<file path="src/pkg/ladder_bit_pkg.sv">
// Constants, opcodes and register map shared by the bit-logic unit and its stack.
// Assumes a single 125 MHz clock domain and a plain register port with 16-bit data.
package ladder_bit_pkg;

   // Register port geometry.
   localparam int ADDR_W = 4;
   localparam int DATA_W = 16;

   // Image of the input/output memory: four 16-bit words, bit address 0..63.
   localparam int IMAGE_WORDS = 4;
   localparam int IMAGE_BITS = 64;
   localparam int BIT_ADDR_W = 6;

   // Built-in input terminals occupy bit addresses below this limit.
   localparam int PIN_COUNT = 16;
   localparam logic [5:0] BUILTIN_LIMIT = 6'h10;

   // Pending block conditions and per-instance edge memories.
   localparam int STACK_DEPTH = 8;
   localparam int DEPTH_W = 4;
   localparam int EDGE_SLOTS = 8;
   localparam int SLOT_W = 3;

   // Register offsets.
   localparam logic [3:0] REG_IMAGE0 = 4'h0;
   localparam logic [3:0] REG_IMAGE3 = 4'h3;
   localparam logic [3:0] REG_CTRL = 4'h4;
   localparam logic [3:0] REG_STATUS = 4'h5;

   // Control register bits, both write-one pulses.
   localparam int CTRL_REFRESH_BIT = 0;
   localparam int CTRL_CLEAR_BIT = 1;

   // Status register fields.
   localparam int ST_COND_BIT = 0;
   localparam int ST_OPEN_BIT = 1;
   localparam int ST_DEPTH_LSB = 2;
   localparam int ST_ERR_LSB = 8;

   // Sticky error bits, in the order held in the error vector.
   localparam int ERR_W = 4;
   localparam int ERR_MISMATCH = 0;
   localparam int ERR_OVERFLOW = 1;
   localparam int ERR_UNDERFLOW = 2;
   localparam int ERR_RAIL = 3;

   // Values after reset.
   localparam logic RST_COND = 1'b0;
   localparam logic [IMAGE_BITS-1:0] RST_IMAGE = 64'h0;
   localparam logic [EDGE_SLOTS-1:0] RST_PREV = 8'h0;
   localparam logic [ERR_W-1:0] RST_ERR = 4'h0;
   localparam logic [DATA_W-1:0] RST_RDATA = 16'h0;

   typedef enum logic [2:0] {
      OP_NOP = 3'h0,
      OP_BLK_START = 3'h1,
      OP_SERIES = 3'h2,
      OP_PARALLEL = 3'h3,
      OP_SERIES_JOIN = 3'h4,
      OP_PARALLEL_JOIN = 3'h5,
      OP_RUNG_END = 3'h6
   } op_e;

   typedef enum logic [1:0] {
      EDGE_NONE = 2'h0,
      EDGE_RISE = 2'h1,
      EDGE_FALL = 2'h2
   } edge_e;

   typedef enum logic [1:0] {
      RUNG_IDLE = 2'b01,
      RUNG_OPEN = 2'b10
   } rung_e;

endpackage

</file>
<file path="src/ladder_bit_logic_unit.sv">
// Bit-logic execution unit: contacts, block starts and block joins of a ladder program.
// Assumes one instruction per cycle from the sequencer and a 125 MHz clock.
//
// Decided for this implementation: the plain strobed port and the register addresses.
`timescale 1ns/1ns
module ladder_bit_logic_unit
(
   input wire logic clk,
   input wire logic arst_n,
   input wire logic instr_valid,
   input ladder_bit_pkg::op_e instr_op,
   input wire logic instr_closed,
   input wire logic instr_imm,
   input ladder_bit_pkg::edge_e instr_edge,
   input wire logic [ladder_bit_pkg::SLOT_W-1:0] instr_slot,
   input wire logic [ladder_bit_pkg::BIT_ADDR_W-1:0] instr_addr,
   input wire logic [ladder_bit_pkg::PIN_COUNT-1:0] input_pins,
   input wire logic [ladder_bit_pkg::ADDR_W-1:0] reg_addr,
   input wire logic [ladder_bit_pkg::DATA_W-1:0] reg_wdata,
   input wire logic reg_wr,
   input wire logic reg_rd,
   output logic [ladder_bit_pkg::DATA_W-1:0] reg_rdata,
   output logic exec_cond,
   output logic block_open,
   output logic [ladder_bit_pkg::DEPTH_W-1:0] pending_depth,
   output logic prog_error,
   output logic condition_flags_we
);

   ////////////////////////////////////////////////////////////////////////////////
   // Declarations.

   logic [ladder_bit_pkg::PIN_COUNT-1:0] pin_meta_ff, pin_sync_ff;
   logic [ladder_bit_pkg::IMAGE_BITS-1:0] image_ff, nxt_image;
   logic [ladder_bit_pkg::EDGE_SLOTS-1:0] prev_ff, nxt_prev;
   logic cond_ff, nxt_cond;
   ladder_bit_pkg::rung_e rung_ff, nxt_rung;
   logic [ladder_bit_pkg::ERR_W-1:0] err_ff, nxt_err, err_set;
   logic [ladder_bit_pkg::DATA_W-1:0] rdata_ff, nxt_rdata;
   logic is_contact, use_pin, opnd_val, prev_bit, raw_val, contrib;
   logic st_push, st_pop, st_flush, st_top, st_full, st_empty;
   logic [ladder_bit_pkg::DEPTH_W-1:0] st_depth;
   logic ctrl_wr, err_clear;

   ////////////////////////////////////////////////////////////////////////////////
   // Built-in terminals pass two flip-flops before any logic reads them.

   always_ff @(posedge clk or negedge arst_n)
   begin
      if (!arst_n)
      begin
         pin_meta_ff <= 16'h0;
         pin_sync_ff <= 16'h0;
      end
      else
      begin
         pin_meta_ff <= input_pins;
         pin_sync_ff <= pin_meta_ff;
      end
   end

   ////////////////////////////////////////////////////////////////////////////////
   // Operand selection and edge qualification.

   always_comb
   begin
      is_contact = instr_valid && (instr_op == ladder_bit_pkg::OP_BLK_START ||
                                   instr_op == ladder_bit_pkg::OP_SERIES ||
                                   instr_op == ladder_bit_pkg::OP_PARALLEL);
      use_pin = instr_imm && (instr_addr < ladder_bit_pkg::BUILTIN_LIMIT);
      // Immediate on a built-in address reads the terminal itself; otherwise the stored image is used.
      opnd_val = use_pin ? pin_sync_ff[instr_addr[3:0]] : image_ff[instr_addr];
      prev_bit = prev_ff[instr_slot];
      // Edge detection works on the refreshed value when immediate is also given.
      unique case (instr_edge)
         ladder_bit_pkg::EDGE_NONE: raw_val = opnd_val;
         ladder_bit_pkg::EDGE_RISE: raw_val = opnd_val && !prev_bit;
         ladder_bit_pkg::EDGE_FALL: raw_val = !opnd_val && prev_bit;
         default: raw_val = 1'b0;
      endcase
      contrib = raw_val ^ instr_closed;
   end

   ////////////////////////////////////////////////////////////////////////////////
   // Execution condition, rung state and pending-condition stack control.

   always_comb
   begin
      nxt_cond = cond_ff;
      nxt_rung = rung_ff;
      st_push = 1'b0;
      st_pop = 1'b0;
      st_flush = 1'b0;
      err_set = 4'h0;
      if (instr_valid)
      begin
         unique case (instr_op)
            ladder_bit_pkg::OP_BLK_START:
            begin
               // A new block opens; an open block's condition is kept pending unless the stack is full, which sets the overflow error.
               if (rung_ff == ladder_bit_pkg::RUNG_OPEN)
               begin
                  if (st_full)
                  begin
                     err_set[ladder_bit_pkg::ERR_OVERFLOW] = 1'b1;
                  end
                  else
                  begin
                     st_push = 1'b1;
                  end
               end
               nxt_cond = contrib;
               nxt_rung = ladder_bit_pkg::RUNG_OPEN;
            end
            ladder_bit_pkg::OP_SERIES:
            begin
               if (rung_ff == ladder_bit_pkg::RUNG_IDLE)
                  err_set[ladder_bit_pkg::ERR_RAIL] = 1'b1;
               nxt_cond = cond_ff & contrib;
            end
            ladder_bit_pkg::OP_PARALLEL:
            begin
               nxt_cond = cond_ff | contrib;
            end
            ladder_bit_pkg::OP_SERIES_JOIN:
            begin
               if (st_empty)
               begin
                  err_set[ladder_bit_pkg::ERR_UNDERFLOW] = 1'b1;
               end
               else
               begin
                  nxt_cond = cond_ff & st_top;
                  st_pop = 1'b1;
               end
            end
            ladder_bit_pkg::OP_PARALLEL_JOIN:
            begin
               if (st_empty)
               begin
                  err_set[ladder_bit_pkg::ERR_UNDERFLOW] = 1'b1;
               end
               else
               begin
                  nxt_cond = cond_ff | st_top;
                  st_pop = 1'b1;
               end
            end
            ladder_bit_pkg::OP_RUNG_END:
            begin
               // Leftover pending blocks mean too few joins for the block starts.
               if (!st_empty)
                  err_set[ladder_bit_pkg::ERR_MISMATCH] = 1'b1;
               st_flush = 1'b1;
               nxt_rung = ladder_bit_pkg::RUNG_IDLE;
            end
            default:
            begin
            end
         endcase
      end
      // A new error in the clearing cycle is kept.
      nxt_err = (err_clear ? 4'h0 : err_ff) | err_set;
   end

   always_ff @(posedge clk or negedge arst_n)
   begin
      if (!arst_n)
      begin
         cond_ff <= ladder_bit_pkg::RST_COND;
         rung_ff <= ladder_bit_pkg::RUNG_IDLE;
         err_ff <= ladder_bit_pkg::RST_ERR;
      end
      else
      begin
         cond_ff <= nxt_cond;
         rung_ff <= nxt_rung;
         err_ff <= nxt_err;
      end
   end

   block_stack u_stack
   (
      .clk(clk),
      .arst_n(arst_n),
      .push(st_push),
      .pop(st_pop),
      .flush(st_flush),
      .push_bit(cond_ff),
      .top_bit(st_top),
      .depth(st_depth),
      .full(st_full),
      .empty(st_empty)
   );

   ////////////////////////////////////////////////////////////////////////////////
   // Previous-scan copies for edge-qualified contacts.

   always_comb
   begin
      nxt_prev = prev_ff;
      if (is_contact && instr_edge != ladder_bit_pkg::EDGE_NONE)
      begin
         nxt_prev[instr_slot] = opnd_val;
      end
   end

   always_ff @(posedge clk or negedge arst_n)
   begin
      if (!arst_n)
      begin
         prev_ff <= ladder_bit_pkg::RST_PREV;
      end
      else
      begin
         prev_ff <= nxt_prev;
      end
   end

   ////////////////////////////////////////////////////////////////////////////////
   // Memory image and register port.

   assign ctrl_wr = reg_wr && (reg_addr == ladder_bit_pkg::REG_CTRL);
   assign err_clear = ctrl_wr && reg_wdata[ladder_bit_pkg::CTRL_CLEAR_BIT];

   always_comb
   begin
      nxt_image = image_ff;
      if (reg_wr && reg_addr <= ladder_bit_pkg::REG_IMAGE3)
      begin
         nxt_image[reg_addr[1:0]*ladder_bit_pkg::DATA_W +: ladder_bit_pkg::DATA_W] = reg_wdata;
      end
      // Cyclic refresh copies every built-in terminal into the image.
      if (ctrl_wr && reg_wdata[ladder_bit_pkg::CTRL_REFRESH_BIT])
      begin
         nxt_image[ladder_bit_pkg::PIN_COUNT-1:0] = pin_sync_ff;
      end
      if (is_contact && use_pin)
      begin
         nxt_image[instr_addr] = pin_sync_ff[instr_addr[3:0]];
      end
   end

   always_comb
   begin
      nxt_rdata = 16'h0;
      if (reg_rd)
      begin
         if (reg_addr <= ladder_bit_pkg::REG_IMAGE3)
         begin
            nxt_rdata = image_ff[reg_addr[1:0]*ladder_bit_pkg::DATA_W +: ladder_bit_pkg::DATA_W];
         end
         else if (reg_addr == ladder_bit_pkg::REG_STATUS)
         begin
            nxt_rdata[ladder_bit_pkg::ST_COND_BIT] = cond_ff;
            nxt_rdata[ladder_bit_pkg::ST_OPEN_BIT] = (rung_ff == ladder_bit_pkg::RUNG_OPEN);
            nxt_rdata[ladder_bit_pkg::ST_DEPTH_LSB +: ladder_bit_pkg::DEPTH_W] = st_depth;
            nxt_rdata[ladder_bit_pkg::ST_ERR_LSB +: ladder_bit_pkg::ERR_W] = err_ff;
         end
      end
   end

   always_ff @(posedge clk or negedge arst_n)
   begin
      if (!arst_n)
      begin
         image_ff <= ladder_bit_pkg::RST_IMAGE;
         rdata_ff <= ladder_bit_pkg::RST_RDATA;
      end
      else
      begin
         image_ff <= nxt_image;
         rdata_ff <= nxt_rdata;
      end
   end

   ////////////////////////////////////////////////////////////////////////////////
   // Outputs.

   assign reg_rdata = rdata_ff;
   assign exec_cond = cond_ff;
   assign block_open = (rung_ff == ladder_bit_pkg::RUNG_OPEN);
   assign pending_depth = st_depth;
   assign prog_error = |err_ff;
   // The unit never writes the controller's condition flags.
   assign condition_flags_we = 1'b0;
endmodule

</file>
<file path="src/block_stack.sv">
// Last-in-first-out store of pending one-bit block conditions.
// Assumes the caller never pushes when full nor pops when empty.
`timescale 1ns/1ns
module block_stack
(
   input wire logic clk,
   input wire logic arst_n,
   input wire logic push,
   input wire logic pop,
   input wire logic flush,
   input wire logic push_bit,
   output logic top_bit,
   output logic [ladder_bit_pkg::DEPTH_W-1:0] depth,
   output logic full,
   output logic empty
);

   logic [ladder_bit_pkg::STACK_DEPTH-1:0] mem_ff;
   logic [ladder_bit_pkg::STACK_DEPTH-1:0] nxt_mem;
   logic [ladder_bit_pkg::DEPTH_W-1:0] depth_ff;
   logic [ladder_bit_pkg::DEPTH_W-1:0] nxt_depth;

   assign depth = depth_ff;
   assign empty = (depth_ff == 4'h0);
   assign full = (depth_ff == 4'(ladder_bit_pkg::STACK_DEPTH));
   assign top_bit = empty ? 1'b0 : mem_ff[3'(depth_ff - 4'h1)];

   always_comb
   begin
      nxt_mem = mem_ff;
      nxt_depth = depth_ff;
      if (flush)
      begin
         nxt_depth = 4'h0;
      end
      else if (push && !full)
      begin
         nxt_mem[3'(depth_ff)] = push_bit;
         nxt_depth = depth_ff + 4'h1;
      end
      else if (pop && !empty)
      begin
         nxt_depth = depth_ff - 4'h1;
      end
   end

   always_ff @(posedge clk or negedge arst_n)
   begin
      if (!arst_n)
      begin
         mem_ff <= 8'h0;
         depth_ff <= 4'h0;
      end
      else
      begin
         mem_ff <= nxt_mem;
         depth_ff <= nxt_depth;
      end
   end

endmodule

</file>
<file path="config.mk">
export PLATFORM = sky130hd
export DESIGN_NAME = ladder_bit_logic_unit
export DESIGN_NICKNAME = d
export VERILOG_FILES = /design/src/pkg/ladder_bit_pkg.sv /design/src/ladder_bit_logic_unit.sv /design/src/block_stack.sv
export SDC_FILE = /design/constraint.sdc
export NUM_CORES = 1
export LEC_CHECK = 0
export BUFFER_PORTS_ARGS = -buffer_cell sky130_fd_sc_hd__buf_2
export CAP_MARGIN = 20
export CORE_MARGIN = 2
export CORE_UTILIZATION = 53
export DETAILED_ROUTE_END_ITERATION = 10
export PLACE_DENSITY = 0.73
export SLEW_MARGIN = 20
export SYNTH_ARGS = -nofsm -noshare
export SYNTH_HDL_FRONTEND = slang
export SYNTH_SLANG_ARGS = --single-unit
</file>
<file path="constraint.sdc">
create_clock -name clk -period 2.5 [get_ports clk]
set_input_delay 0.5 -clock clk [delete_from_list [all_inputs] [get_ports clk]]
set_output_delay 0.5 -clock clk [all_outputs]
set_load 0.03 [all_outputs]
</file>
==> impl_metrics.py, run 1 <==
metrics = {
    "yosys": {
        "yosysWarnings": 0,
        "synth-simple-area-share_pct": 17.60,
        "synthFlopType": "dfrtp_1",
        "synth-edff-count": 0,
        "avgSynthCellArea_um2": 10.67,
        "synth.distinct_cells": 68,
        "synth-compound-area-share_pct": 12.61,
        "synthMuxAreaShare_pct": 15.74,
        "synth_fp_nets": 742,
        "syn_inst": 678,
        "synth_top_family_by_area": "simple AND/OR/NAND/NOR gates",
        "synth_area_um2": 7236,
        "synth-seq-cells": 139,
        "async_reset_ff_share_pct": 100.0,
        "synth_seq_area_share_pct": 48.09,
        "synth-adder-area-share_pct": 1.366,
        "synthXorXnorAreaFrac_pct": 0.3631,
    },
    "timing": {
        "slew_violations": 0,
        "setup_ws_ns": -0.1113,
        "setup_viol": 1,
        "grt_setup_unrepaired": "yes",
        "finClkSkew_ns": 0.009242,
        "layout_min_cycle_time_ns": 2.611,
        "max_slew_margin_pct": 54.89,
        "fin_crit_sh_pct": 104.5,
        "fmax_mhz": 382.9,
        "finalHoldViolations": 0,
        "worst-slew-pin-transition_ns": 0.6750,
    },
    "clock_tree": {
        "cts_tree": "yes",
        "h-tree-depth": 4,
        "clockRootBuffer": "clkbuf_16",
        "clk_pin_slew_ns": 0.06,
        "numClockSinks": 139,
        "cts.path.max_buffers": 2,
        "cts_hold_buffers": 0,
        "cts_setup_buffers": 0,
        "insertion_delay_ns": 0.43,
        "cts_buffers": 17,
    },
    "setup_path": {
        "cpMaxStageDelayCell": "dfrtp_2",
        "r2r-end": "exec_cond",
        "critPathLaunchType": "flop",
        "crit_start": "u_stack.depth[0]",
        "rr_startpoint": "u_stack.depth[0]",
        "path_class": "flop to flop",
        "ff2ff_path_depth": 10,
        "critPathMaxStageDelay_ns": 0.41,
        "crit_path_end": "exec_cond",
        "r2r_slack_ns": -0.11,
        "worstPathMaxFanout": 4,
        "crit_chain": "inv_2, ha_4, mux4_2, mux2i_1, nor2_1, maj3_2, a211o_1, or3_4, o32ai_2, nor3b_2",
        "endpoint_kind": "flop",
        "cp.required_ns": 2.80,
        "crit_arrival_ns": 2.91,
    },
    "routing": {
        "vias": 5976,
        "totalWireLength_mm": 19.57,
        "drt_iter0_markers": 576,
        "postRouteAntennaNets": 0,
        "first_pass_iters": 5,
        "post_drt_wl_per_cell_um": 20.26,
        "drc_errors": 0,
        "viasPerCell": 6.186,
    },
    "placement": {
        "placed_cell_area_um2": 8088,
        "portBuffers": 79,
        "dp_hpwl_mm": 14.01,
        "gp_congestion": 0.9634,
        "dp_worst_setup_slack_ns": -0.4103,
    },
    "outcome": {
        "status": "finished, violations left",
        "violations": "setup timing",
    },
    "floorplan": {
        "die_w_um": 120.8,
        "initial_core_util_pct": 54.42,
        "dieArea_um2": 14600,
        "io_pins": 81,
        "row_count": 42,
        "dieHeight_um": 120.8,
        "core-area_um2": 13300,
    },
    "grt": {
        "grt_pass1_vias": 5908,
        "grt_antenna_before_repair": 0,
        "grt_use_total_pct": 28.48,
        "grt_start_max_net_pins": 62,
        "overflow": 0,
        "grt_pass1_wl_mm": 31.65,
    },
    "pwr": {
        "power_density_nw_per_um2": 799.8,
        "vdd_drop_max_mv": 0.7275,
        "leakage_nw": 3.939,
        "power.total_mw": 6.999,
    },
    "cells_and_area": {
        "area_growth_pct": 20.94,
        "diodes": 0,
        "nNetsFinal": 841,
        "final_layout_size_suffix_gt1_share_pct": 29.75,
        "stdcell_area_um2": 8751,
    },
    "min_path": {
        "hold_class": "input port to asynchronous set/reset pin",
    },
    "run": {
        "drv_cap": 0,
    },
}
[report_power, final]
group	internal (mW)	switching, mW
Combinational	0.721	0.790
Clock	1.77	0.980
Sequential	2.49	0.242
Total	4.99	2.01
[layer usage]
metal | track usage (%) | vias to the layer above | routed length [um]
li1 | - | 2666 | -
met1 | 36.72 | 2943 | 7595
met2 | 45.72 | 316 | 9798
met3 | 6.604 | 51 | 1419
met4 | 13.30 | 0 | 757
met5 | 0 | - | 0
[cells in the mapped netlist (3+ instances only)]
cell,count,area [um2]
nor2_1,15,56.30
a21oi_1,17,85.08
nand4_1,4,25.02
nand2b_1,18,112.6
inv_1,11,41.29
nor2b_1,15,93.84
o211ai_1,5,37.54
mux2i_1,20,200.2
nand3_1,47,235.2
dfrtp_1,138,3453
o21ai_0,50,250.2
a22o_1,19,166.4
ha_1,7,87.58
and3_1,4,25.02
buf_2,5,25.02
mux4_2,32,720.7
o22ai_1,3,18.77
o221ai_1,7,61.31
nand3b_1,4,30.03
mux2_2,16,180.2
o31ai_1,9,67.56
nor4b_1,3,26.28
clkbuf_1,36,135.1
or3_1,4,25.02
nor3b_1,7,52.55
nand2_1,117,439.2
nor3_1,9,45.04
buf_4,8,60.06
[registers in the layout, indices dropped and copies added (netlist names)]
register / cells
u_stack.mem_ff: 8
reg_rdata: 16
rung_ff: 2
pin_meta_ff: 16
exec_cond: 1
prev_ff: 8
u_stack.depth: 4
pin_sync_ff: 16
err_ff: 4
image_ff: 64
[stage by stage]
stage                     util [%]  hold slack (ns)  instances  TNS [ns]
after detailed placement     60.83           0.3347        934    -2.384
after global routing         65.82          0.08448        966   -0.1901
after floorplan                  -           0.2044        678   -0.2062
after CTS                    65.76          0.06052        966   -0.1296
final                        65.82          0.04763        966   -0.1113
after global placement       60.83           0.3335        934    -1.930
[placed cells by master (no fill, tap or decap), drive strengths merged, types with 8 or more instances in the layout]
cell | synthesis | routed
nor2 | 15 | 15
a22o | 19 | 19
o31ai | 9 | 9
mux2i | 20 | 20
mux4 | 32 | 32
nor3 | 9 | 9
nor2b | 15 | 15
a21oi | 17 | 17
buf | 16 | 131
clkbuf | 36 | 19
mux2 | 19 | 19
o21ai | 50 | 50
dfrtp | 138 | 138
inv | 12 | 12
nand3 | 48 | 48
nand2 | 117 | 117
nand2b | 18 | 18
nor3b | 8 | 8
[kinds of logic (layout without fill, tap and decap cells)]
| family | count (synthesis) | in the layout |
|---|---|---|
| XOR/XNOR | 3 | 3 |
| multiplexers | 71 | 71 |
| other | 1 | 1 |
| flip-flops | 139 | 139 |
| adder cells (fa/ha/maj) | 8 | 8 |
| AO/OA/AOI/OAI | 133 | 133 |
| buffers and inverters | 64 | 176 |
| AND/OR/NAND/NOR | 259 | 259 |
[how the worst min path moves through the flow]
stage	startpoint	to	slack, ns	depth (start not counted)
3_5_place_dp	pin_meta_ff[3]	pin_sync_ff[3]	0.33	0
4_1_cts	arst_n	reg_rdata[0]	0.06	1
2_1_floorplan	arst_n	err_ff[0]	0.20	0
6_report	arst_n	reg_rdata[11]	0.05	1
3_3_place_gp	pin_meta_ff[5]	pin_sync_ff[5]	0.33	0
5_1_grt	arst_n	reg_rdata[0]	0.08	1
[cell type report]
class	count	area, um2
fill	1055	4544
multi-input combinational	475	3501
sequential	139	3482
timing repair buffer	132	852.1
clock buffer	18	429.2
clock inverter	14	221.5
tap	176	220.2
inverter	12	45.04
[timing repair]
item,CTS,global route
hold endpoints to repair,0,0
gates resized for setup,1,2
endpoints found under the setup margin,1,1
pin swaps,0,0
[critical path, delay by kind of cell (launching register included)]
family	cells	cell delay, ns
mux	2	0.46
compound gates	2	0.43
simple gates	3	0.51
buf+inv	1	0.07
fa+ha+maj	2	0.59
flops	1	0.41
Note: power is estimated with default switching activity, not from simulation.
==> inputs of run 2 (changes only) <==
--- a/config.mk
+++ b/config.mk
@@ -7,8 +7,9 @@
 export LEC_CHECK = 0
 export BUFFER_PORTS_ARGS = -buffer_cell sky130_fd_sc_hd__buf_2
 export CAP_MARGIN = 20
-export CORE_MARGIN = 2
+export CORE_MARGIN = 8
 export CORE_UTILIZATION = 53
+export CTS_CLUSTER_DIAMETER = 40
 export DETAILED_ROUTE_END_ITERATION = 10
 export PLACE_DENSITY = 0.73
 export SLEW_MARGIN = 20
==> run 2 against run 1 <==
  * The run still ends with setup timing left
  * Global-route usage decreased by 5.6 points
  * Cell count is 0.10% higher
  * Die area up 21%
  * Utilization shrank 0.17 points
  * Critical endpoint unchanged
  * Sequential cell count unchanged
  * Setup slack gained 0.056 ns
  * Largest power group is now registers
  * Via count shrank 0.64%
  * Count of clock-buffer cells in the layout increased by 4
==> impl_metrics.py, run 2 (synthesized netlist as in run 1, its figures left out) <==
metrics = {
    "outcome": {
        "status": "finished, violations left",
        "violations": "setup timing",
    },
    "cells_and_area": {
        "stdcell_area_um2": 8728,
        "regMostFlops": "image_ff",
        "final_core_util_pct": 65.65,
        "layout_common_cells": "dfrtp_1, nand2_1, buf_2",
        "area_growth_pct": 20.63,
        "n_fill_cell": 1042,
        "diodes": 0,
        "largest_register_ffs": 64,
        "final_layout_size_suffix_gt1_share_pct": 29.58,
        "nNetsFinal": 842,
        "final_common_cell": "dfrtp_1",
    },
    "grt": {
        "overflow": 0,
        "grt_pass1_wl_mm": 32.20,
        "met3_usage_pct": 5.110,
        "grt_antenna_before_repair": 0,
        "grt_start_max_net_pins": 58,
        "grt_use_met1_pct": 28.03,
        "grt_use_met2_pct": 37.78,
        "grt_use_total_pct": 22.91,
        "grt_pass1_vias": 6149,
        "grt_busiest_layer": "met2",
    },
    "pwr": {
        "leakage_nw": 3.939,
        "power_density_nw_per_um2": 798.0,
        "vdd_drop_max_mv": 0.5131,
    },
    "setup_path": {
        "worstPathMaxFanout": 3,
        "crit_arrival_ns": 2.86,
        "critPathLaunchType": "flop",
        "path_class": "flop to flop",
        "cp.required_ns": 2.81,
        "endpoint_kind": "flop",
    },
    "placement": {
        "placed_cell_area_um2": 8083,
        "portBuffers": 79,
        "gp_congestion": 0.9522,
        "dp_worst_setup_slack_ns": -0.3958,
        "dp_hpwl_mm": 14.35,
    },
    "floorplan": {
        "die_w_um": 132.8,
        "initial_core_util_pct": 54.42,
        "dieArea_um2": 17650,
        "io_pins": 81,
        "dieHeight_um": 132.8,
        "row_count": 42,
        "core-area_um2": 13300,
    },
    "timing": {
        "setup_ws_ns": -0.05538,
        "fmax_mhz": 391.3,
        "worst-slew-pin-transition_ns": 0.6066,
        "grt_setup_unrepaired": "yes",
        "layout_min_cycle_time_ns": 2.555,
        "fin_crit_sh_pct": 102.2,
        "finalHoldViolations": 0,
        "slew_violations": 0,
        "finClkSkew_ns": 0.01358,
        "timing.hold.ws_ns": 0.03512,
        "setup_viol": 1,
        "max_slew_margin_pct": 59.46,
        "finalSetupTns_ns": -0.05538,
    },
    "clock_tree": {
        "h-tree-depth": 4,
        "clockRootBuffer": "clkbuf_16",
        "insertion_delay_ns": 0.43,
        "cts_setup_buffers": 0,
        "cts_buffers": 17,
        "numClockSinks": 139,
        "clk_pin_slew_ns": 0.06,
        "cts_tree": "yes",
        "cts.path.max_buffers": 2,
    },
    "routing": {
        "drt_iter0_markers": 486,
        "postRouteAntennaNets": 0,
        "viasPerCell": 6.141,
        "first_pass_iters": 5,
        "post_drt_wl_per_cell_um": 20.43,
        "vias": 5938,
        "drc_errors": 0,
        "totalWireLength_mm": 19.75,
    },
    "run": {
        "drv_cap": 0,
    },
    "min_path": {
        "hold_class": "input port to asynchronous set/reset pin",
    },
}
## run 2: cell count changes in the layout (fill, tap and decap cells not counted), sizes merged
cell	change
clkinv	-4
clkbuf	+3
inv	+1
bufinv	-1
buf	+2
## run 2: where the power goes
group          internal, mW  leakage [nW]  switching, mW  total, mW
Sequential             2.49          1.81          0.250       2.74
Combinational         0.715          1.82          0.778       1.49
Clock                  1.77         0.309          0.954       2.73
## run 2: critical path, cell delays in order, from the launching register on
cell and delay [ns]:
dfrtp_1 0.43, mux4_2 0.49, mux2i_1 0.18, nor4b_1 0.09, a2111oi_2 0.44, buf_4 0.19, a32oi_4 0.06, mux2i_1 0.25
and4b_1 0.25, nor3b_2 0.05
## run 2: cell type report
cell class	instances	area (um2)	area share, %
Inverter	12	45.04	0.5161
Clock inverter	10	161.4	1.849
Timing Repair Buffer	133	844.6	9.676
Multi-Input combinational cell	475	3491	39.99
Clock buffer	22	484.2	5.548
Sequential cell	139	3482	39.89
Tap cell	176	220.2	2.523
## run 2: final timing paths
kind | start | endpoint | slack [ns] | cells after the start
max | image_ff[22] | exec_cond | -0.06 | 9
min | arst_n | image_ff[18] | 0.04 | 1
max reg2reg | image_ff[22] | exec_cond | -0.06 | 9
min reg2reg | pin_meta_ff[14] | pin_sync_ff[14] | 0.34 | 0
max in group asynchronous | arst_n | pin_meta_ff[11] | 1.79 | 2
min in group clk | input_pins[14] | pin_meta_ff[14] | 0.17 | 1
## run 2: what timing repair did
action / in CTS / in global routing
gates resized for setup: 0 / 0
hold endpoints to repair: 0 / 0
hold buffers: 0 / 0
endpoints found under the setup margin: 1 / 1
## run 2: routing by layer
layer,wire (um),share of wire (%)
met1,8051,41
met2,9773,49
met3,1272,6.4
met4,653,3.3
met5,0,0
## run 2: stage by stage
stage / std cells / power (mW)
2_1_floorplan: 678 / 3.648
3_3_place_gp: 935 / 4.207
3_5_place_dp: 935 / 4.256
4_1_cts: 967 / 6.979
5_1_grt: 967 / 7.243
6_report: 967 / 6.965
